<file path="src/dca_pkg.sv">
// dca_pkg: constants, states and carrier structs for the direct call fsm
// assumes a single 125 MHz clock domain
package dca_pkg;
   localparam int CLK_MHZ = 125;
   localparam int DWELL_MS = 100;
   localparam int DWELL_CYC = DWELL_MS * 1000 * CLK_MHZ;
   localparam int T1_MIN_MIN = 1;
   localparam int T1_MAX_MIN = 5;
   localparam int BAUD_FAST = 1200;
   localparam int BAUD_SLOW = 300;
   localparam int BIT_CYC_FAST = CLK_MHZ * 1000000 / BAUD_FAST;
   localparam int BIT_CYC_SLOW = CLK_MHZ * 1000000 / BAUD_SLOW;
   localparam int ID_REPEAT = 3;
   localparam int FRAME_BITS = 10;
   localparam int CHAR_BITS = 7;
   localparam logic TONE_MARK = 1'b1;
   localparam logic TONE_SPACE = 1'b0;
   localparam int TW = 32;

   typedef enum logic [7:0] {
      DCA_IDLE = 8'h01,
      DCA_ATTEMPT = 8'h02,
      DCA_INCOMING = 8'h04,
      DCA_ACCEPTED = 8'h08,
      DCA_ANSWERING = 8'h10,
      DCA_DATA = 8'h20,
      DCA_IDSEND = 8'h40,
      DCA_CLEAR = 8'h80
   } dca_state_e;

   typedef enum logic [3:0] {
      DCL_DIALWAIT = 4'h1,
      DCL_DIALING = 4'h2,
      DCL_CALLTONE = 4'h4,
      DCL_CONNECT = 4'h8
   } dca_line_e;

   // terminal side interchange circuits
   typedef struct packed {
      logic connect_to_line;
      logic data_terminal_ready;
   } dca_dte_s;

   // line events coming from the analogue front end
   typedef struct packed {
      logic ring;
      logic dial_tone;
      logic dial_done;
      logic far_offhook;
      logic answer_tone;
      logic connect_done;
      logic line_lost;
   } dca_line_s;

   typedef struct packed {
      logic [TW-1:0] call_attempt_timer;
      logic [TW-1:0] post_dial_answer_timeout;
      logic [TW-1:0] post_offhook_answer_timeout;
      logic [TW-1:0] answer_timeout;
      logic [TW-1:0] dial_delay;
      logic [TW-1:0] answer_delay;
      logic [TW-1:0] dwell;
   } dca_timers_s;
endpackage

</file>
<file path="src/dca_timer.sv">
// dca_timer: reloadable down counter raising a level on expiry
// assumes load and reload are synchronous to i_clock
`timescale 1ns/100ps
module dca_timer #(
   parameter int W = 32
) (
   input wire logic i_clock,
   input wire logic i_srst,
   input wire logic i_load,
   input wire logic i_run,
   input wire logic [W-1:0] i_reload,
   output logic o_expired
);
   logic [W-1:0] cnt_ff;
   logic live_ff;

   always_ff @(posedge i_clock) begin
      if (i_srst) begin
         cnt_ff <= '0;
         live_ff <= 1'b0;
      end else if (i_load) begin
         cnt_ff <= i_reload;
         live_ff <= 1'b1;
      end else if (!i_run) begin
         live_ff <= 1'b0;
      end else if (cnt_ff != '0) begin
         cnt_ff <= cnt_ff - W'(1);
      end
   end

   // a zero reload expires on the cycle after load
   assign o_expired = live_ff && (cnt_ff == '0);
endmodule

</file>
<file path="src/dca_fsm.sv">
// dca_fsm: direct call and answer interface machine with line procedures
// assumes all inputs synchronous to i_clock; timers reload from ports
`timescale 1ns/100ps
// Operation
// - data set ready on outgoing call established
// - retries stay in call attempt state
// - idle ring raises indicator, connect accepts
// - early incoming call dwells before answering
// - ignored ringing returns to idle
// - connect dropped while answering returns idle
// - answer completion raises data set ready
// - go off hook, dial after tone/delay
// - calling tone, answer timeout fails call
// - connecting indication before ready drops
// - identification after calling tone on timeout
// - clear deferred while identification sends
// - identification message sent three times
// - 1200 or 300 baud, mark/space tones
// - start, seven bits, even parity, stop
// - ring gives incoming indication if both on
// - answer only when connect, delay off hook
// - off hook drops ready, then data ready
// - ready for sending marks dialogue ready
// - clear in data drops data set ready
module dca_fsm #(
   parameter int ID_LEN = 8,
   parameter int IW = 4
) (
   input wire logic i_clock,
   input wire logic i_srst,
   input wire dca_pkg::dca_dte_s i_dte,
   input wire dca_pkg::dca_line_s i_line,
   input wire dca_pkg::dca_timers_s i_tmr,
   input wire logic i_id_enable,
   input wire logic i_id_slow,
   input wire logic [IW-1:0] i_id_len,
   input wire logic [ID_LEN*7-1:0] i_id_chars,
   output logic o_data_set_ready,
   output logic o_calling_indicator,
   output logic o_ready_for_sending,
   output logic o_off_hook,
   output logic o_dialing,
   output logic o_calling_tone,
   output logic o_call_connecting,
   output logic o_incoming_call,
   output logic o_call_failure,
   output logic o_call_timer_expired,
   output logic o_id_active,
   output logic o_id_tone_mark,
   output logic [7:0] o_state
);
   dca_pkg::dca_state_e state_ff;
   dca_pkg::dca_line_e line_ff;
   logic ctl;
   logic [6:0] exp;
   logic dialed_ff;
   logic ring_prev_ff;
   logic id_pending_ff;
   logic id_done;
   logic [3:0] bit_ff;
   logic [IW-1:0] chr_ff;
   logic [1:0] rep_ff;
   logic [31:0] baud_ff;
   logic [9:0] frame;
   logic [6:0] cur;

   assign ctl = i_dte.connect_to_line;

   // one timer per supervised interval; loads on the entry event
   logic [6:0] ld;
   logic [6:0] run;
   logic [dca_pkg::TW-1:0] rl [7];
   assign rl[0] = i_tmr.call_attempt_timer;
   assign rl[1] = i_tmr.post_dial_answer_timeout;
   assign rl[2] = i_tmr.post_offhook_answer_timeout;
   assign rl[3] = i_tmr.answer_timeout;
   assign rl[4] = i_tmr.dial_delay;
   assign rl[5] = i_tmr.answer_delay;
   assign rl[6] = i_tmr.dwell;
   genvar g;
   generate
      for (g = 0; g < 7; g++) begin : g_tmr
         dca_timer #(.W(dca_pkg::TW)) u_tmr (
            .i_clock(i_clock),
            .i_srst(i_srst),
            .i_load(ld[g]),
            .i_run(run[g]),
            .i_reload(rl[g]),
            .o_expired(exp[g])
         );
      end
   endgenerate

   always_comb begin
      ld = '0;
      run = '0;
      ld[0] = (state_ff == dca_pkg::DCA_IDLE) && ctl
         && !o_calling_indicator;
      run[0] = (state_ff == dca_pkg::DCA_ATTEMPT);
      ld[4] = ld[0];
      run[4] = run[0] && (line_ff == dca_pkg::DCL_DIALWAIT);
      ld[1] = run[0] && (line_ff == dca_pkg::DCL_DIALING)
         && i_line.dial_done;
      ld[2] = run[0] && (line_ff == dca_pkg::DCL_DIALING)
         && i_line.far_offhook;
      ld[3] = ld[1] || ld[2];
      run[1] = run[0] && (line_ff == dca_pkg::DCL_CALLTONE) && dialed_ff;
      run[2] = run[0] && (line_ff == dca_pkg::DCL_CALLTONE) && !dialed_ff;
      run[3] = run[0] && (line_ff == dca_pkg::DCL_CALLTONE);
      // dwell starts on either route into call accepted
      ld[6] = (run[0] && (line_ff != dca_pkg::DCL_CONNECT) && i_line.ring
         && !o_off_hook) || ((state_ff == dca_pkg::DCA_INCOMING) && ctl);
      run[6] = (state_ff == dca_pkg::DCA_ACCEPTED);
      // answer delay runs after the dwell, so the two add up
      ld[5] = run[6] && (exp[6] || !o_calling_indicator);
      run[5] = (state_ff == dca_pkg::DCA_ANSWERING);
   end

   // main interface state
   always_ff @(posedge i_clock) begin
      if (i_srst) begin
         state_ff <= dca_pkg::DCA_IDLE;
      end else begin
         case (state_ff)
            dca_pkg::DCA_IDLE: begin
               if (i_line.ring)
                  state_ff <= dca_pkg::DCA_INCOMING;
               else if (ctl && !o_calling_indicator)
                  state_ff <= dca_pkg::DCA_ATTEMPT;
            end
            dca_pkg::DCA_ATTEMPT: begin
               if (ld[6])
                  state_ff <= dca_pkg::DCA_ACCEPTED;
               else if (!ctl)
                  state_ff <= dca_pkg::DCA_CLEAR;
               else if (id_pending_ff)
                  state_ff <= dca_pkg::DCA_IDSEND;
               else if (line_ff == dca_pkg::DCL_CONNECT
                  && i_line.connect_done)
                  state_ff <= dca_pkg::DCA_DATA;
            end
            dca_pkg::DCA_INCOMING: begin
               if (ctl)
                  state_ff <= dca_pkg::DCA_ACCEPTED;
               else if (ring_prev_ff && !i_line.ring)
                  state_ff <= dca_pkg::DCA_IDLE;
            end
            dca_pkg::DCA_ACCEPTED: begin
               // leaves only after the dwell so the terminal sees the ring
               if (exp[6] || !o_calling_indicator)
                  state_ff <= dca_pkg::DCA_ANSWERING;
            end
            dca_pkg::DCA_ANSWERING: begin
               if (!ctl)
                  state_ff <= dca_pkg::DCA_CLEAR;
               else if (o_off_hook && i_line.connect_done)
                  state_ff <= dca_pkg::DCA_DATA;
            end
            dca_pkg::DCA_DATA: begin
               if (!ctl || i_line.line_lost)
                  state_ff <= dca_pkg::DCA_CLEAR;
            end
            dca_pkg::DCA_IDSEND: begin
               // clear requests wait until the burst is done
               if (id_done)
                  state_ff <= dca_pkg::DCA_CLEAR;
            end
            dca_pkg::DCA_CLEAR: begin
               if (!ctl)
                  state_ff <= dca_pkg::DCA_IDLE;
            end
            default: state_ff <= dca_pkg::DCA_IDLE;
         endcase
      end
   end

   // calling-side line procedure; retries re-dial within call attempt
   always_ff @(posedge i_clock) begin
      if (i_srst) begin
         line_ff <= dca_pkg::DCL_DIALWAIT;
         dialed_ff <= 1'b0;
         id_pending_ff <= 1'b0;
      end else if (state_ff != dca_pkg::DCA_ATTEMPT) begin
         line_ff <= dca_pkg::DCL_DIALWAIT;
         dialed_ff <= 1'b0;
         id_pending_ff <= 1'b0;
      end else begin
         case (line_ff)
            dca_pkg::DCL_DIALWAIT:
               if (i_line.dial_tone || exp[4])
                  line_ff <= dca_pkg::DCL_DIALING;
            dca_pkg::DCL_DIALING:
               if (i_line.dial_done || i_line.far_offhook) begin
                  line_ff <= dca_pkg::DCL_CALLTONE;
                  dialed_ff <= i_line.dial_done;
               end
            dca_pkg::DCL_CALLTONE: begin
               if (i_line.answer_tone)
                  line_ff <= dca_pkg::DCL_CONNECT;
               else if (i_id_enable && (exp[1] || exp[2]))
                  id_pending_ff <= 1'b1;
               else if (exp[3])
                  line_ff <= dca_pkg::DCL_DIALWAIT;
            end
            dca_pkg::DCL_CONNECT: line_ff <= dca_pkg::DCL_CONNECT;
            default: line_ff <= dca_pkg::DCL_DIALWAIT;
         endcase
      end
   end

   // interchange circuit and indication outputs
   always_ff @(posedge i_clock) begin
      if (i_srst) begin
         o_data_set_ready <= 1'b0;
         o_calling_indicator <= 1'b0;
         o_ready_for_sending <= 1'b0;
         o_off_hook <= 1'b0;
         o_dialing <= 1'b0;
         o_calling_tone <= 1'b0;
         o_call_connecting <= 1'b0;
         o_incoming_call <= 1'b0;
         o_call_failure <= 1'b0;
         o_call_timer_expired <= 1'b0;
         ring_prev_ff <= 1'b0;
      end else begin
         ring_prev_ff <= i_line.ring;
         o_data_set_ready <= (state_ff == dca_pkg::DCA_DATA) && ctl
            && !i_line.line_lost;
         if (state_ff == dca_pkg::DCA_IDLE && i_line.ring)
            o_calling_indicator <= 1'b1;
         else if (ld[6])
            o_calling_indicator <= 1'b1;
         else if (state_ff == dca_pkg::DCA_IDLE
            || state_ff == dca_pkg::DCA_CLEAR
            || state_ff == dca_pkg::DCA_DATA)
            o_calling_indicator <= 1'b0;
         o_incoming_call <= (state_ff == dca_pkg::DCA_IDLE) && i_line.ring
            && i_dte.data_terminal_ready && o_ready_for_sending;
         if (state_ff == dca_pkg::DCA_IDLE)
            o_ready_for_sending <= i_dte.data_terminal_ready;
         else if (o_call_connecting || o_off_hook)
            o_ready_for_sending <= 1'b0;
         o_call_connecting <= run[3] && i_line.answer_tone;
         o_off_hook <= (run[0] && !ld[6])
            || state_ff == dca_pkg::DCA_IDSEND
            || state_ff == dca_pkg::DCA_DATA
            || (state_ff == dca_pkg::DCA_ANSWERING && ctl && exp[5])
            || (state_ff == dca_pkg::DCA_ANSWERING && o_off_hook && ctl);
         o_dialing <= run[0] && line_ff == dca_pkg::DCL_DIALING;
         o_calling_tone <= run[3];
         o_call_failure <= run[3] && exp[3] && !i_line.answer_tone;
         o_call_timer_expired <= run[0] && exp[0]
            && !o_data_set_ready;
      end
   end

   // identification burst: 10-bit frames, whole message three times
   always_comb begin
      cur = i_id_chars[chr_ff*7 +: 7];
      frame = {1'b1, ^cur, cur, 1'b0};
   end
   assign id_done = (state_ff == dca_pkg::DCA_IDSEND)
      && rep_ff == 2'(dca_pkg::ID_REPEAT);

   always_ff @(posedge i_clock) begin
      if (i_srst || state_ff != dca_pkg::DCA_IDSEND) begin
         bit_ff <= '0;
         chr_ff <= '0;
         rep_ff <= '0;
         baud_ff <= '0;
         o_id_active <= 1'b0;
         o_id_tone_mark <= dca_pkg::TONE_MARK;
      end else if (!id_done) begin
         o_id_active <= 1'b1;
         o_id_tone_mark <= frame[bit_ff] ? dca_pkg::TONE_MARK
            : dca_pkg::TONE_SPACE;
         if (baud_ff == 32'(i_id_slow ? dca_pkg::BIT_CYC_SLOW
            : dca_pkg::BIT_CYC_FAST) - 32'd1) begin
            baud_ff <= '0;
            if (bit_ff == 4'(dca_pkg::FRAME_BITS - 1)) begin
               bit_ff <= '0;
               if (chr_ff == i_id_len - IW'(1)) begin
                  chr_ff <= '0;
                  rep_ff <= rep_ff + 2'd1;
               end else begin
                  chr_ff <= chr_ff + IW'(1);
               end
            end else begin
               bit_ff <= bit_ff + 4'd1;
            end
         end else begin
            baud_ff <= baud_ff + 32'd1;
         end
      end else begin
         o_id_active <= 1'b0;
         o_id_tone_mark <= dca_pkg::TONE_MARK;
      end
   end

   always_ff @(posedge i_clock) begin
      if (i_srst)
         o_state <= dca_pkg::DCA_IDLE;
      else
         o_state <= state_ff;
   end

   property p_dsr_needs_ctl;
      @(posedge i_clock) disable iff (i_srst)
      o_data_set_ready |-> $past(ctl);
   endproperty
   a_dsr_needs_ctl: assert property (p_dsr_needs_ctl)
      else $error("data set ready without connect");

   property p_abort_answer;
      @(posedge i_clock) disable iff (i_srst)
      (state_ff == dca_pkg::DCA_ANSWERING && !ctl)
         |=> state_ff == dca_pkg::DCA_CLEAR;
   endproperty
   a_abort_answer: assert property (p_abort_answer)
      else $error("answer abort not honoured");

   property p_id_defers;
      @(posedge i_clock) disable iff (i_srst)
      (state_ff == dca_pkg::DCA_IDSEND && !id_done)
         |=> state_ff == dca_pkg::DCA_IDSEND;
   endproperty
   a_id_defers: assert property (p_id_defers)
      else $error("clear acted during identification");

   property p_idle_ring;
      @(posedge i_clock) disable iff (i_srst)
      (state_ff == dca_pkg::DCA_IDLE && i_line.ring)
         |=> o_calling_indicator && state_ff == dca_pkg::DCA_INCOMING;
   endproperty
   a_idle_ring: assert property (p_idle_ring)
      else $error("ring in idle not signalled");

   property p_connecting_first;
      @(posedge i_clock) disable iff (i_srst)
      o_call_connecting |-> ##1 !o_ready_for_sending;
   endproperty
   a_connecting_first: assert property (p_connecting_first)
      else $error("ready not dropped after connecting");

   property p_offhook_rfs;
      @(posedge i_clock) disable iff (i_srst)
      $rose(o_off_hook) && state_ff == dca_pkg::DCA_ANSWERING
         |=> !o_ready_for_sending;
   endproperty
   a_offhook_rfs: assert property (p_offhook_rfs)
      else $error("ready still on after off hook");

   property p_dial_after_hook;
      @(posedge i_clock) disable iff (i_srst)
      o_dialing |-> o_off_hook;
   endproperty
   a_dial_after_hook: assert property (p_dial_after_hook)
      else $error("dialling while on hook");

   property p_ring_end;
      @(posedge i_clock) disable iff (i_srst)
      (state_ff == dca_pkg::DCA_INCOMING && !ctl && ring_prev_ff
         && !i_line.ring) |=> state_ff == dca_pkg::DCA_IDLE;
   endproperty
   a_ring_end: assert property (p_ring_end)
      else $error("ignored call did not return idle");
endmodule

</file>
<file path="config.mk">
export PLATFORM = sky130hd
export DESIGN_NAME = dca_fsm
export DESIGN_NICKNAME = d
export VERILOG_FILES = /design/src/dca_pkg.sv /design/src/dca_timer.sv /design/src/dca_fsm.sv
export SDC_FILE = /design/constraint.sdc
export NUM_CORES = 1
export LEC_CHECK = 0
export ABC_AREA = 1
export BUFFER_PORTS_ARGS = -buffer_cell sky130_fd_sc_hd__buf_2
export CAP_MARGIN = 20
export CORE_ASPECT_RATIO = 0.7
export CORE_MARGIN = 1.5
export CORE_UTILIZATION = 55
export DETAILED_ROUTE_END_ITERATION = 12
export GPL_ROUTABILITY_DRIVEN = 0
export GPL_TIMING_DRIVEN = 0
export MAX_ROUTING_LAYER = met4
export PLACE_DENSITY_LB_ADDON = 0.15
export SETUP_SLACK_MARGIN = 0.2
export SYNTH_ARGS = -nofsm -noshare
export SYNTH_HDL_FRONTEND = slang
export SYNTH_HIERARCHICAL = 1
export SYNTH_SLANG_ARGS = --single-unit
</file>
<file path="constraint.sdc">
create_clock -name i_clock -period 5.7 [get_ports i_clock]
set_clock_uncertainty 0.1 [all_clocks]
set_input_delay 0.285 -clock i_clock [delete_from_list [all_inputs] [get_ports i_clock]]
set_output_delay 0.285 -clock i_clock [all_outputs]
set_load 0.005 [all_outputs]
</file>
Word-level counts from Yosys, hierarchy flattened --
Index checks and enable logic that the tools add are counted.
Word-level totals: bits in registers 308, bits in latches 0, RAM bits 0, bits in read-only memories 0, input port bits 297, output and inout bits 20, logic and storage cells 274, memories 0
Cells by class: add/sub/neg operators 13, multiply operators 1, divide/modulo/power cells 0, order comparisons 1, eq/ne operators 38, shift operators 1, mux-type cells 69, bitwise operators 2, reductions and logical operators 113
Operators by type and width (count):
- $mux 32 | 22
- $logic_not 32->1 | 7
- $reduce_bool 32->1 | 7
- $sub 32x1->32 const B | 7
- $mux 8 | 14
- $pmux 8 s8 | 1
- $shiftx 56x8->7 | 1
- $logic_and 1x1->1 | 42
- $add 32x1->32 const B | 1
- $eq 32x32->1 | 1
- $reduce_bool 2->1 | 15
- $mux 4 | 7
- $mux 1 | 22
- $sub 19x1->20 const B | 1
- $mux 19 | 1
- $reduce_and 2->1 | 9
- $ne 2x1->1 const B | 8
- $pmux 4 s4 | 1
- $logic_or 1x1->1 | 15
- $ne 2x2->1 const B | 5
- $logic_not 1->1 | 9
- $ne 3x3->1 const B | 3
- $add 4x1->4 const B | 2
- $eq 4x4->1 const B | 2
- 30 further kinds | 35

Logic depth before layout (Yosys ltp) --
Gate-level depths: netlist of run 1.
depth in word-level cells 11, gate-level depth with buffers 23, mapped depth without buffers 21

Modules after synthesis --
Netlist of run 1, hierarchy kept.
Modules (own cells, without submodules):
- dca_timer (g_tmr[0].u_tmr ...) | times used 4, cells each 427, area an instance 2489.9 um^2, sequential area each 660.6 um^2
- dca_timer (g_tmr[4].u_tmr ...) | times used 3, cells each 428, area an instance 2409.8 um^2, sequential area each 660.6 um^2
- dca_fsm | times used 1, cells each 847, area an instance 5292.6 um^2, sequential area each 1541.5 um^2

Worst setup path before layout of run 1 --
Ideal clock, no wire load.
path type reg-to-reg, from register g_tmr[6].u_tmr.cnt_ff[0], to register g_tmr[5].u_tmr.cnt_ff[26], library setup time 0.109 ns, arrival time 2.747 ns, data required time 5.491 ns, slack 2.744 ns, cell stages (with the launch flop) 24, buffers on the path 2, period minus slack after synthesis 2.956 ns, path through dfxtp_1 -> inv_1 -> ha_1 -> nand2_2 -> nor2_2 -> nand2_1 -> nor3_1 -> nand2_1 -> nor2_1 -> inv_1 -> nand3_1 -> nand2_1 -> nor2_1 -> nand4_2 -> nor2_1 -> buf_2 -> inv_2 -> nand2_1 -> nand2_4 -> inv_2 -> buf_6 -> nand3_1 -> nand2_1 -> inv_1
Between the ends: cells in the longest elaborated chain, start to end 6, elaborated cells between the ends (all ways) 8, classes of those cells mux (1); reduce/logical (7)
Ends and longest elaborated chain:
- start: declaration | line dca_timer.sv:14 | logic [W-1:0] cnt_ff;
- start signal: assignment | line dca_timer.sv:22 | cnt_ff <= i_reload;
- start signal: assignment | line dca_timer.sv:27 | cnt_ff <= cnt_ff - W'(1);
- $logic_not 32->1 * | line dca_timer.sv:32 | assign o_expired = live_ff && (cnt_ff == '0);
- $logic_and 1x1->1 * | line dca_timer.sv:32
- named net exp[6] | line dca_fsm.sv:55 | logic [6:0] exp;
- $logic_or 1x1->1 * | line dca_fsm.sv:115 | ld[5] = run[6] && (exp[6] || !o_calling_indicator);
- $logic_and 1x1->1 * | line dca_fsm.sv:115
- named net ld[5] | line dca_fsm.sv:70 | logic [6:0] ld;
- $reduce_bool 2->1 (no line)
- $reduce_and 2->1 (no line)
- end signal: assignment | line dca_timer.sv:22
- end signal: assignment | line dca_timer.sv:27
- end: declaration | line dca_timer.sv:14
Mark *: on every way through the listed nets, which the timed path passes. The rest lies on a longest branch. A chain may end at the register's enable or synchronous reset.

Final worst setup path of run 1 --
Same ends and word-level chain as after synthesis.

==> results of run 1 <==
==> cell usage in the layout (no fill, tap or decap), drive strengths merged, types with 9 or more instances in the layout <==
master       instances
inv                345
xor2                56
dlygate4sd3         60
o21ai              243
buf                395
nor4                 9
or2                 18
clkbuf              87
nand2             1055
dfxtp              308
ha                  12
nand3              237
nand3b               9
nand4               50
a31oi               33
a21oi              168
nor3                35
xnor2               53
nor2              1055
==> power breakdown <==
group	internal [W]	switching [W]	total, W
combinational	0.00204	0.00369	0.00573
sequential	0.00243	0.000340	0.00277
clock	0.00149	0.000973	0.00247
==> worst paths after layout <==
kind                                                          endpoint  slack [ns]
worst min-delay path            g_tmr[0].u_tmr/cnt_ff[22]$_SDFFE_PP0P_        0.02
worst max register to register  g_tmr[5].u_tmr/cnt_ff[26]$_SDFFE_PP0P_        1.91
worst min register to register         o_call_timer_expired$_SDFF_PP0_        0.34
worst max-delay path            g_tmr[5].u_tmr/cnt_ff[26]$_SDFFE_PP0P_        1.91
==> sequential cells by signal, indices dropped and copies added (netlist names), 2 cells and up <==
| register | count |
|---|---|
| rep_ff | 2 |
| bit_ff | 4 |
| o_state | 8 |
| g_tmr.u_tmr/cnt_ff | 224 |
| g_tmr.u_tmr/live_ff | 7 |
| line_ff | 4 |
| baud_ff | 32 |
| state_ff | 8 |
| chr_ff | 4 |
==> cells by family after synthesis <==
family          count (synthesis)  synth area share
simple gates                 2475            0.4633
compound gates                468            0.1183
buf+inv                       467           0.09506
flops                         308            0.2743
xor+xnor                      109           0.04246
fa+ha+maj                      12          0.006678
==> final cells by class <==
| class | instances | area share |
|---|---|---|
| multi-input combinational | 3064 | 0.5335 |
| sequential | 308 | 0.2319 |
| timing repair buffer | 375 | 0.08189 |
| inverter | 345 | 0.04970 |
| clock buffer | 45 | 0.03822 |
| buffer | 122 | 0.03069 |
| tap | 535 | 0.02518 |
| clock inverter | 17 | 0.008707 |
| antenna | 2 | 0.0001883 |
==> synth_stat cells, types with 11 or more instances <==
library cell / number
sky130_fd_sc_hd__nor2_1: 1006
sky130_fd_sc_hd__buf_1: 13
sky130_fd_sc_hd__o21ai_2: 20
sky130_fd_sc_hd__a21oi_1: 134
sky130_fd_sc_hd__xor2_1: 56
sky130_fd_sc_hd__clkbuf_1: 42
sky130_fd_sc_hd__nor3_1: 28
sky130_fd_sc_hd__nor2_4: 16
sky130_fd_sc_hd__nor2_2: 30
sky130_fd_sc_hd__xnor2_1: 53
sky130_fd_sc_hd__buf_2: 25
sky130_fd_sc_hd__o21ai_1: 65
sky130_fd_sc_hd__o21ai_0: 158
sky130_fd_sc_hd__inv_1: 323
sky130_fd_sc_hd__inv_2: 15
sky130_fd_sc_hd__a21oi_2: 34
sky130_fd_sc_hd__or2_2: 17
sky130_fd_sc_hd__nand2_1: 1015
sky130_fd_sc_hd__ha_1: 12
sky130_fd_sc_hd__nand4_1: 47
sky130_fd_sc_hd__nand2_2: 31
sky130_fd_sc_hd__buf_6: 27
sky130_fd_sc_hd__nand3_2: 11
sky130_fd_sc_hd__a31oi_1: 33
sky130_fd_sc_hd__nand3_1: 224
sky130_fd_sc_hd__dfxtp_1: 308
==> per-stage QoR <==
step	utilization	std cells	instance area [µm²]	setup WS [ns]	power, W
floorplan	-	3839	22480	2.744	0.007082
global placement	0.6183	4689	24730	1.904	0.008279
detailed placement	0.6184	4689	24730	1.949	0.008360
CTS	0.6646	4811	26580	1.934	0.01090
global route	0.6647	4812	26580	1.522	0.01190
finish	0.6647	4813	26590	1.910	0.01097
==> metal layers <==
| layer | up-vias | share of wire | GRT usage |
|---|---|---|---|
| li1 | 12960 | - | - |
| met1 | 11200 | 0.47 | 0.4606 |
| met2 | 1081 | 0.42 | 0.4981 |
| met3 | 122 | 0.088 | 0.04160 |
| met4 | 0 | 0.024 | 0.09367 |
| met5 | - | 0 | - |
==> critical path: stages, from the launching register on <==
cell and delay [ns]:
sky130_fd_sc_hd__dfxtp_1 0.35, sky130_fd_sc_hd__inv_1 0.10, sky130_fd_sc_hd__ha_1 0.22, sky130_fd_sc_hd__nand2_2 0.13, sky130_fd_sc_hd__nor2_2 0.17, sky130_fd_sc_hd__nand2_1 0.15
sky130_fd_sc_hd__nor3_1 0.19, sky130_fd_sc_hd__nand2_1 0.11, sky130_fd_sc_hd__nor2_1 0.11, sky130_fd_sc_hd__inv_1 0.05, sky130_fd_sc_hd__nand3_1 0.11, sky130_fd_sc_hd__nand2_1 0.06
sky130_fd_sc_hd__nor2_1 0.15, sky130_fd_sc_hd__nand4_2 0.29, sky130_fd_sc_hd__nor2_1 0.21, sky130_fd_sc_hd__buf_2 0.27, sky130_fd_sc_hd__inv_2 0.15, sky130_fd_sc_hd__nand2_1 0.15
sky130_fd_sc_hd__nand2_4 0.10, sky130_fd_sc_hd__inv_2 0.15, sky130_fd_sc_hd__buf_6 0.17, sky130_fd_sc_hd__nand3_1 0.09, sky130_fd_sc_hd__nand2_1 0.07, sky130_fd_sc_hd__inv_1 0.04
==> results.sh, run 1 <==
export IMPL_result_of_the_run="complete, no violations"
export IMPL_ir_worst_vdd_mv=0.3948
export IMPL_final_layout_size_suffix_gt1_frac=0.1518
export IMPL_grt_max_degree=24
export IMPL_synth_area_leaders="sky130_fd_sc_hd__dfxtp_1 (27%), sky130_fd_sc_hd__nand2_1 (17%), sky130_fd_sc_hd__nor2_1 (17%)"
export IMPL_areaGrowthSynthToFinish_pct=18.25
export IMPL_ys_types=53
export IMPL_number_of_synthesized_register_bits=308
export IMPL_insertion_delay_ns=0.54
export IMPL_max_clock_path_buffers=3
export IMPL_fmaxAchievable_ghz=0.2638
export IMPL_tritoncts="built"
export IMPL_grt_overflow_total=0
export IMPL_yosys_warnings=6
export IMPL_dieHeight_um=172.2
export IMPL_r2r_start="g_tmr[6].u_tmr/cnt_ff[0]$_SDFFE_PP0P_"
export IMPL_setup_viol=0
export IMPL_cp_required_ns=6.02
export IMPL_initial_utilization=0.5621
export IMPL_globalRouteTotalUtil=0.3295
export IMPL_count_of_flip_flops_with_a_built_in_enable_after_synthesis=0
export IMPL_antenna_found_initial=2
export IMPL_tightestPinTransition_ns=0.9989
export IMPL_dieArea_um2=42120
export IMPL_critPathCaptureType="register"
export IMPL_cts_resized=0
export IMPL_netlist_top_cell_by_area="sky130_fd_sc_hd__dfxtp_1"
export IMPL_setup_worst_path_start="g_tmr[6].u_tmr/cnt_ff[0]$_SDFFE_PP0P_"
export IMPL_syn_instance_count=3839
export IMPL_floorplan_die_width_um=244.6
export IMPL_post_route_ant_nets=0
export IMPL_mappedNetlistArea_um2=22480
export IMPL_synth_top_area_share=0.2743
export IMPL_type_of_the_worst_min_delay_path="input port to register"
export IMPL_clk_transition_reported_paths_ns=0.07
export IMPL_whs_ns=0.01570
export IMPL_totalWireLength_mm=69.04
export IMPL_worst_r2r_path_depth=23
export IMPL_cts_buffers=35
export IMPL_ctsRootBufferMaster="sky130_fd_sc_hd__clkbuf_16"
export IMPL_drt_vias_per_instance=5.270
export IMPL_layout_worst_path_cycle_share=0.6650
export IMPL_ys_dominant_reg_cell="sky130_fd_sc_hd__dfxtp_1"
export IMPL_multi_input_area_um2=14180
export IMPL_static_leakage_power_nw=13.06
export IMPL_finalSetupTns_ns=0
export IMPL_post_cts_hold_buffer_count=60
export IMPL_wire_length_of_the_first_global_routing_pass_mm=110.8
export IMPL_postCtsSetupRepairBufs=0
export IMPL_via_count_of_the_first_global_routing_pass=22570
export IMPL_postSynth_asyncResetShare=0
export IMPL_overall_via_count_from_detail_route=25370
export IMPL_dr_pass1_iters=8
export IMPL_pwr_density_cell_nw_per_um2=412.5
export IMPL_final_period_minus_worst_setup_slack_ns=3.790
export IMPL_nNetsFinal=4560
export IMPL_hold_path_startpoint="i_tmr[214]"
export IMPL_worst_setup_path_type="register to register"
export IMPL_max_cap_violations=0
export IMPL_io_pin_count=317
export IMPL_placement_io_buffers=315
export IMPL_cts_htree_levels=2
export IMPL_fillerInstances=3852
export IMPL_placementRows=61
export IMPL_synth_fp_nets=4148
export IMPL_grt_setup_unrepaired="false"
export IMPL_initialDrtViolationCount=2516
export IMPL_drc=0
export IMPL_hpwl_mm=52.95
export IMPL_start_kind="register"
export IMPL_sequential_cell_area_um2=6166
export IMPL_min_path_cells=5
export IMPL_sequential_element_share_of_the_synthesized_area=0.2743
export IMPL_worst_endpoint_arrival_ns=4.11
export IMPL_wire_per_inst_um=14.34
export IMPL_final_hold_vios=0
export IMPL_tightest_slew_margin_relative_to_the_limit=0.3304
export IMPL_report_final_slew_viol_count=0
export IMPL_cts_sinks=308
export IMPL_post_synthesis_area_per_instance_um2=5.856
export IMPL_floorplan_core_area_um2=39990
export IMPL_cp_max_fo=10
(Power assumes the default switching activity.)
==> run 2: changes to the inputs <==
Settings changed: CORE_UTILIZATION 55 to 53.
Clock period 5.7 ns to 3.2 ns, I/O delays scaled along.
==> run 2 against run 1 <==
Net effect: sequential cell count stayed put; final area is 7.4% higher; final cell count is 4.2% higher; global-route usage is 2.3 points higher; worst hold slack better by 0.029 ns; routed wire length is 12% higher; critical path type unchanged; critical endpoint unchanged.
==> results.sh, run 2 (same netlist as run 1, synthesis figures left out) <==
export IMPL_result_of_the_run="complete, no violations"
export IMPL_ir_worst_vdd_mv=0.7145
export IMPL_min_path_cells=6
export IMPL_finalSetupTns_ns=0
export IMPL_worst_r2r_path_depth=22
export IMPL_type_of_the_worst_min_delay_path="input port to register"
export IMPL_grt_setup_unrepaired="true"
export IMPL_start_kind="register"
export IMPL_combinationalPowerShare=0.541
export IMPL_cp_required_ns=3.53
export IMPL_top_register="g_tmr.u_tmr/cnt_ff"
export IMPL_grt_overflow_total=0
export IMPL_via_count_of_the_first_global_routing_pass=24830
export IMPL_dieArea_um2=43680
export IMPL_dp_slack_ns=-0.5308
export IMPL_ctsRootBufferMaster="sky130_fd_sc_hd__clkbuf_16"
export IMPL_overall_via_count_from_detail_route=27070
export IMPL_cp_max_fo=10
export IMPL_cts_buffers=36
export IMPL_pwr_density_cell_nw_per_um2=707.2
export IMPL_cts_sinks=308
export IMPL_reg_largest_list="g_tmr.u_tmr/cnt_ff (224), baud_ff (32)"
export IMPL_report_final_slew_viol_count=0
export IMPL_met2_length_mm=32.13
export IMPL_whs_ns=0.04468
export IMPL_power_switching_share=0.4607
export IMPL_tightest_slew_margin_relative_to_the_limit=0.5118
export IMPL_largest_register_ffs=224
export IMPL_wire_length_of_the_first_global_routing_pass_mm=123.8
export IMPL_cts_htree_levels=2
export IMPL_layout_worst_path_cycle_share=0.9133
export IMPL_wire_per_inst_um=15.36
export IMPL_initialDrtViolationCount=3002
export IMPL_total_power_w=0.02020
export IMPL_power_dissipated_by_switching_net_loads_w=0.009308
export IMPL_layout_common_cells="sky130_fd_sc_hd__nand2_1 (1,009), sky130_fd_sc_hd__nor2_1 (993), sky130_fd_sc_hd__buf_2 (340)"
export IMPL_sequential_cell_area_um2=6167
export IMPL_max_cap_violations=0
export IMPL_final_layout_size_suffix_gt1_frac=0.1567
export IMPL_post_route_ant_nets=0
export IMPL_critPathCaptureType="register"
export IMPL_placementRows=62
export IMPL_tightestPinTransition_ns=0.7323
export IMPL_nNetsFinal=4745
export IMPL_initial_utilization=0.5427
export IMPL_areaGrowthSynthToFinish_pct=27.06
export IMPL_multi_input_area_um2=14320
export IMPL_drt_vias_per_instance=5.400
export IMPL_tritoncts="built"
export IMPL_io_pin_count=317
export IMPL_floorplan_die_width_um=249.2
export IMPL_dr_pass1_iters=7
export IMPL_totalWireLength_mm=77.02
export IMPL_postLayoutCoreUtil=0.6896
export IMPL_setup_ws_ns=0.2774
export IMPL_fmaxAchievable_ghz=0.3422
export IMPL_wl_met3_mm=7.095
export IMPL_floorplan_core_area_um2=41420
export IMPL_most_common_cell_after_layout_fill_and_taps_aside="sky130_fd_sc_hd__nand2_1"
export IMPL_hpwl_mm=54.59
export IMPL_static_leakage_power_nw=13.88
export IMPL_fillerInstances=3714
export IMPL_final_period_minus_worst_setup_slack_ns=2.923
export IMPL_grt_max_degree=24
export IMPL_clk_transition_reported_paths_ns=0.06
export IMPL_p_int_w=0.01089
export IMPL_final_hold_vios=0
export IMPL_worst_setup_path_type="register to register"
export IMPL_worst_endpoint_arrival_ns=3.25
export IMPL_antenna_found_initial=7
export IMPL_routed_top_layer="met4"
export IMPL_insertion_delay_ns=0.54
export IMPL_power_share_clock=0.214
export IMPL_globalRouteTotalUtil=0.3525
export IMPL_drt_met1_wl_mm=34.30
export IMPL_placement_io_buffers=315
export IMPL_sequentialPowerShare=0.245
export IMPL_setup_viol=0
export IMPL_dieHeight_um=175.3
export IMPL_drc=0
export IMPL_max_clock_path_buffers=3
-- run 2: changes by cell type in the layout (fill, tap and decap cells not counted), moves of 6 or more --
cell / before / now
sky130_fd_sc_hd__dlygate4sd3_1: 60 / 229
sky130_fd_sc_hd__buf_4: 6 / 21
sky130_fd_sc_hd__nor2_1: 1006 / 993
sky130_fd_sc_hd__clkbuf_2: 0 / 8
sky130_fd_sc_hd__nor2_2: 30 / 38
sky130_fd_sc_hd__diode_2: 2 / 8
sky130_fd_sc_hd__nand2_1: 1015 / 1009
-- run 2: power by group through the flow --
stage	Sequential [W]	Clock (W)	Combinational, W
final	0.00495	0.00432	0.0109
after global routing	0.00502	0.00452	0.0122
after CTS	0.00491	0.00437	0.0104
after detailed placement	0.00499	0	0.00994
after global placement	0.00499	0	0.00980
after floorplan	0.00482	0	0.00780
-- run 2: critical path, stage by stage, from the launching register on --
cell and delay, ns:
sky130_fd_sc_hd__dfxtp_1 0.38, sky130_fd_sc_hd__nor2_2 0.20, sky130_fd_sc_hd__nand2_4 0.11, sky130_fd_sc_hd__nor2_4 0.13, sky130_fd_sc_hd__nand2_4 0.08, sky130_fd_sc_hd__nor3_2 0.17
sky130_fd_sc_hd__nand2_1 0.10, sky130_fd_sc_hd__nor2_1 0.10, sky130_fd_sc_hd__inv_1 0.04, sky130_fd_sc_hd__nand3_1 0.11, sky130_fd_sc_hd__nand2_2 0.08, sky130_fd_sc_hd__nor2_4 0.12
sky130_fd_sc_hd__nand4_4 0.10, sky130_fd_sc_hd__nor2_2 0.12, sky130_fd_sc_hd__buf_6 0.15, sky130_fd_sc_hd__inv_4 0.08, sky130_fd_sc_hd__nand2_2 0.10, sky130_fd_sc_hd__nand2_4 0.10
sky130_fd_sc_hd__inv_6 0.10, sky130_fd_sc_hd__buf_8 0.14, sky130_fd_sc_hd__nand3_1 0.08, sky130_fd_sc_hd__nand2_1 0.06, sky130_fd_sc_hd__inv_1 0.03
-- run 2: timing repair --
action | 4_1_cts | 5_1_grt
resized for setup | 23 | 44
setup endpoints to repair | 143 | 124
hold buffers | 229 | 0
pin swaps | 6 | 7
setup buffers | 5 | 10
endpoints found under the hold margin | 235 | 0
-- run 2: area by class of cell --
class | instances | share of cell area
clock buffers | 50 | 0.03692
well taps | 544 | 0.02383
repair buffers | 559 | 0.1394
diodes | 8 | 0.0007008
clock inverters | 13 | 0.005475
plain buffers | 122 | 0.02970
inverters | 345 | 0.04669
multi-input cells | 3064 | 0.5014
flip-flops and latches | 308 | 0.2159
-- run 2: per-stage QoR --
step,cell area [µm²],cells
2_1_floorplan,22480,3839
3_3_place_gp,24740,4698
3_5_place_dp,24740,4698
4_1_cts,28360,4995
5_1_grt,28560,5012
6_report,28570,5013
-- run 2: worst paths after layout --
path	startpoint	endpoint	slack, ns
worst max-delay path	g_tmr[6].u_tmr/cnt_ff[2]$_SDFFE_PP0P_	g_tmr[5].u_tmr/cnt_ff[26]$_SDFFE_PP0P_	0.28
worst min-delay path	i_tmr[181]	g_tmr[1].u_tmr/cnt_ff[21]$_SDFFE_PP0P_	0.04
worst max register to register	g_tmr[6].u_tmr/cnt_ff[2]$_SDFFE_PP0P_	g_tmr[5].u_tmr/cnt_ff[26]$_SDFFE_PP0P_	0.28
worst min register to register	o_data_set_ready$_SDFF_PP0_	o_call_timer_expired$_SDFF_PP0_	0.35
-- run 2: per-layer routing --
layer | vias to the layer above | global-route usage
met2 | 1398 | 0.5205
met3 | 280 | 0.04846
met5 | - | -
met4 | 0 | 0.1593
met1 | 12040 | 0.4793
li1 | 13350 | -
==> run 3: changes to the inputs <==
Settings changed: BUFFER_PORTS_ARGS -buffer_cell sky130_fd_sc_hd__buf_2 to -buffer_cell sky130_fd_sc_hd__buf_4.
==> run 3 against run 2 <==
Net effect: final cell count about the same; maximum frequency up 0.21%; worst hold slack worse by 0.012 ns; sequential share of layout area down 0.63 points; global-route usage down 0.42 points.
==> results.sh, run 3 (same netlist as run 1, synthesis figures left out) <==
export IMPL_result_of_the_run="complete, no violations"
export IMPL_clk_transition_reported_paths_ns=0.06
export IMPL_overall_via_count_from_detail_route=26850
export IMPL_tritoncts="built"
export IMPL_met2_length_mm=32.07
export IMPL_tightest_slew_margin_relative_to_the_limit=0.5022
export IMPL_most_common_cell_after_layout_fill_and_taps_aside="sky130_fd_sc_hd__nand2_1"
export IMPL_cp_max_fo=10
export IMPL_critical_path_most_common_cell="sky130_fd_sc_hd__nor2_1"
export IMPL_sequential_cell_area_um2=6170
export IMPL_max_cap_violations=0
export IMPL_via_count_of_the_first_global_routing_pass=24480
export IMPL_endpoint_of_the_most_critical_register_to_register_path="g_tmr[5].u_tmr/cnt_ff[16]$_SDFFE_PP0P_"
export IMPL_grt_max_degree=24
export IMPL_report_final_slew_viol_count=0
export IMPL_top_register="g_tmr.u_tmr/cnt_ff"
export IMPL_place_inst=4699
export IMPL_setup_ws_ns=0.2835
export IMPL_initialDrtViolationCount=2803
export IMPL_crit_path_max_incr_delay_ns=0.35
export IMPL_wl_met3_mm=6.908
export IMPL_final_cells=5018
export IMPL_worst_endpoint_arrival_ns=3.28
export IMPL_min_path_cells=6
export IMPL_max_clock_path_buffers=3
export IMPL_fmaxAchievable_ghz=0.3429
export IMPL_final_layout_size_suffix_gt1_frac=0.1598
export IMPL_pwr_density_cell_nw_per_um2=684.2
export IMPL_totalWireLength_mm=76.43
export IMPL_nNetsFinal=4753
export IMPL_drt_vias_per_instance=5.350
export IMPL_whs_ns=0.03300
export IMPL_dieArea_um2=43680
export IMPL_cpMaxStageDelayCell="sky130_fd_sc_hd__dfxtp_1"
export IMPL_static_leakage_power_nw=14.16
export IMPL_layout_worst_path_cycle_share=0.9114
export IMPL_worst_hold_path_endpoint="g_tmr[1].u_tmr/cnt_ff[21]$_SDFFE_PP0P_"
export IMPL_placementRows=62
export IMPL_reg_largest_list="g_tmr.u_tmr/cnt_ff (224), baud_ff (32)"
export IMPL_post_route_ant_nets=0
export IMPL_reg2reg_slack_ns=0.28
export IMPL_crit_chain="nor2_1 -> nand2_2 -> nor2_2 -> nand2_1 -> nor3_2 -> nand2_1 -> nor2_1 -> inv_1 -> nand3_2 -> nand2_2 -> nor2_4 -> nand4_4 -> nor2_4 -> buf_8 -> inv_8 -> clkbuf_4 -> a31oi_1 -> nor2_1 -> nor2_1"
export IMPL_cp_required_ns=3.56
export IMPL_multi_input_area_um2=14370
export IMPL_ctsRootBufferMaster="sky130_fd_sc_hd__clkbuf_16"
export IMPL_placement_io_buffers=315
export IMPL_tightestPinTransition_ns=0.7405
export IMPL_floorplan_core_area_um2=41420
export IMPL_io_pin_count=317
export IMPL_wire_length_of_the_first_global_routing_pass_mm=122.2
export IMPL_dieHeight_um=175.3
export IMPL_areaGrowthSynthToFinish_pct=30.95
export IMPL_hold_path_startpoint="i_tmr[181]"
export IMPL_antenna_found_initial=6
export IMPL_setup_viol=0
export IMPL_globalRouteTotalUtil=0.3483
export IMPL_start_kind="register"
export IMPL_worst_setup_path_type="register to register"
export IMPL_type_of_the_worst_min_delay_path="input port to register"
export IMPL_largest_register_ffs=224
export IMPL_final_hold_vios=0
export IMPL_ir_worst_vdd_mv=0.6975
export IMPL_r2r_start="g_tmr[6].u_tmr/cnt_ff[12]$_SDFFE_PP0P_"
export IMPL_insertion_delay_ns=0.54
export IMPL_cts_htree_levels=2
export IMPL_worst_r2r_path_depth=19
export IMPL_drc=0
export IMPL_dp_slack_ns=-0.6097
export IMPL_routed_top_layer="met4"
export IMPL_wire_per_inst_um=15.23
export IMPL_grt_overflow_total=0
export IMPL_setup_worst_path_start="g_tmr[6].u_tmr/cnt_ff[12]$_SDFFE_PP0P_"
export IMPL_initial_utilization=0.5427
export IMPL_dr_pass1_iters=8
export IMPL_cts_sinks=308
export IMPL_fillerInstances=3609
export IMPL_grt_setup_unrepaired="true"
export IMPL_drt_met1_wl_mm=34.23
export IMPL_floorplan_die_width_um=249.2
export IMPL_critPathCaptureType="register"
export IMPL_cts_buffers=35
export IMPL_layout_common_cells="sky130_fd_sc_hd__nand2_1 (1,010), sky130_fd_sc_hd__nor2_1 (991), sky130_fd_sc_hd__buf_4 (346)"
export IMPL_hpwl_mm=54.66
export IMPL_final_period_minus_worst_setup_slack_ns=2.917
[run 3: worst max-delay path: cells and delay by family, from the launching register on]
kind                   cells  cell delay (ns)
AOI/OAI and AO/OA          1             0.28
DFF                        1             0.35
and+or+nand+nor           14             1.62
buffers and inverters      4             0.47
[run 3: cell type report]
class / count / share of cell area
Antenna cell: 7 / 0.0005950
Buffer: 121 / 0.02881
Clock buffer: 42 / 0.03311
Clock inverter: 18 / 0.005440
Inverter: 345 / 0.04573
Multi-Input combinational cell: 3064 / 0.4881
Sequential cell: 308 / 0.2096
Tap cell: 544 / 0.02312
Timing Repair Buffer: 569 / 0.1656
[run 3: per-layer routing]
metal | GRT usage | vias up
met3 | 0.04416 | 229
li1 | - | 13370
met4 | 0.1382 | 0
met5 | - | -
met2 | 0.5186 | 1360
met1 | 0.4792 | 11890
[run 3: repair_timing]
| action | in CTS | in global routing |
|---|---|---|
| endpoints found under the setup margin | 101 | 137 |
| pin swaps | 4 | 13 |
| hold endpoints to repair | 233 | 0 |
| hold buffers | 227 | 0 |
| resized for setup | 30 | 50 |
| buffers inserted | 6 | 18 |
| cloned | 0 | 2 |
[run 3: how the worst max path moves through the flow]
| stage | end | slack, ns |
|---|---|---|
| floorplan | g_tmr[5].u_tmr/cnt_ff[26]$_SDFFE_PP0P_ | 0.24 |
| global placement | g_tmr[5].u_tmr/cnt_ff[26]$_SDFFE_PP0P_ | -0.51 |
| detailed placement | g_tmr[5].u_tmr/cnt_ff[13]$_SDFFE_PP0P_ | -0.61 |
| CTS | g_tmr[3].u_tmr/cnt_ff[21]$_SDFFE_PP0P_ | 0.18 |
| global route | g_tmr[5].u_tmr/cnt_ff[8]$_SDFFE_PP0P_ | 0.1 |
| finish | g_tmr[5].u_tmr/cnt_ff[16]$_SDFFE_PP0P_ | 0.28 |
[run 3: report_power, final]
group / total (W) / internal, W / switching [W]
Combinational: 0.0111 / 0.00423 / 0.00690
Clock: 0.00405 / 0.00234 / 0.00171
Sequential: 0.00496 / 0.00433 / 0.000634
Total: 0.0201 / 0.0109 / 0.00924
[run 3: per-stage QoR]
| step | util | instance area (µm²) | TNS [ns] | total power, W |
|---|---|---|---|---|
| final | 0.7107 | 29440 | 0 | 0.02014 |
| after global routing | 0.7106 | 29440 | 0 | 0.02177 |
| after CTS | 0.7019 | 29080 | 0 | 0.01952 |
| after detailed placement | 0.6164 | 25530 | -17.05 | 0.01505 |
| after global placement | 0.6162 | 25530 | -31.33 | 0.01489 |
| after floorplan | - | 22480 | 0 | 0.01262 |
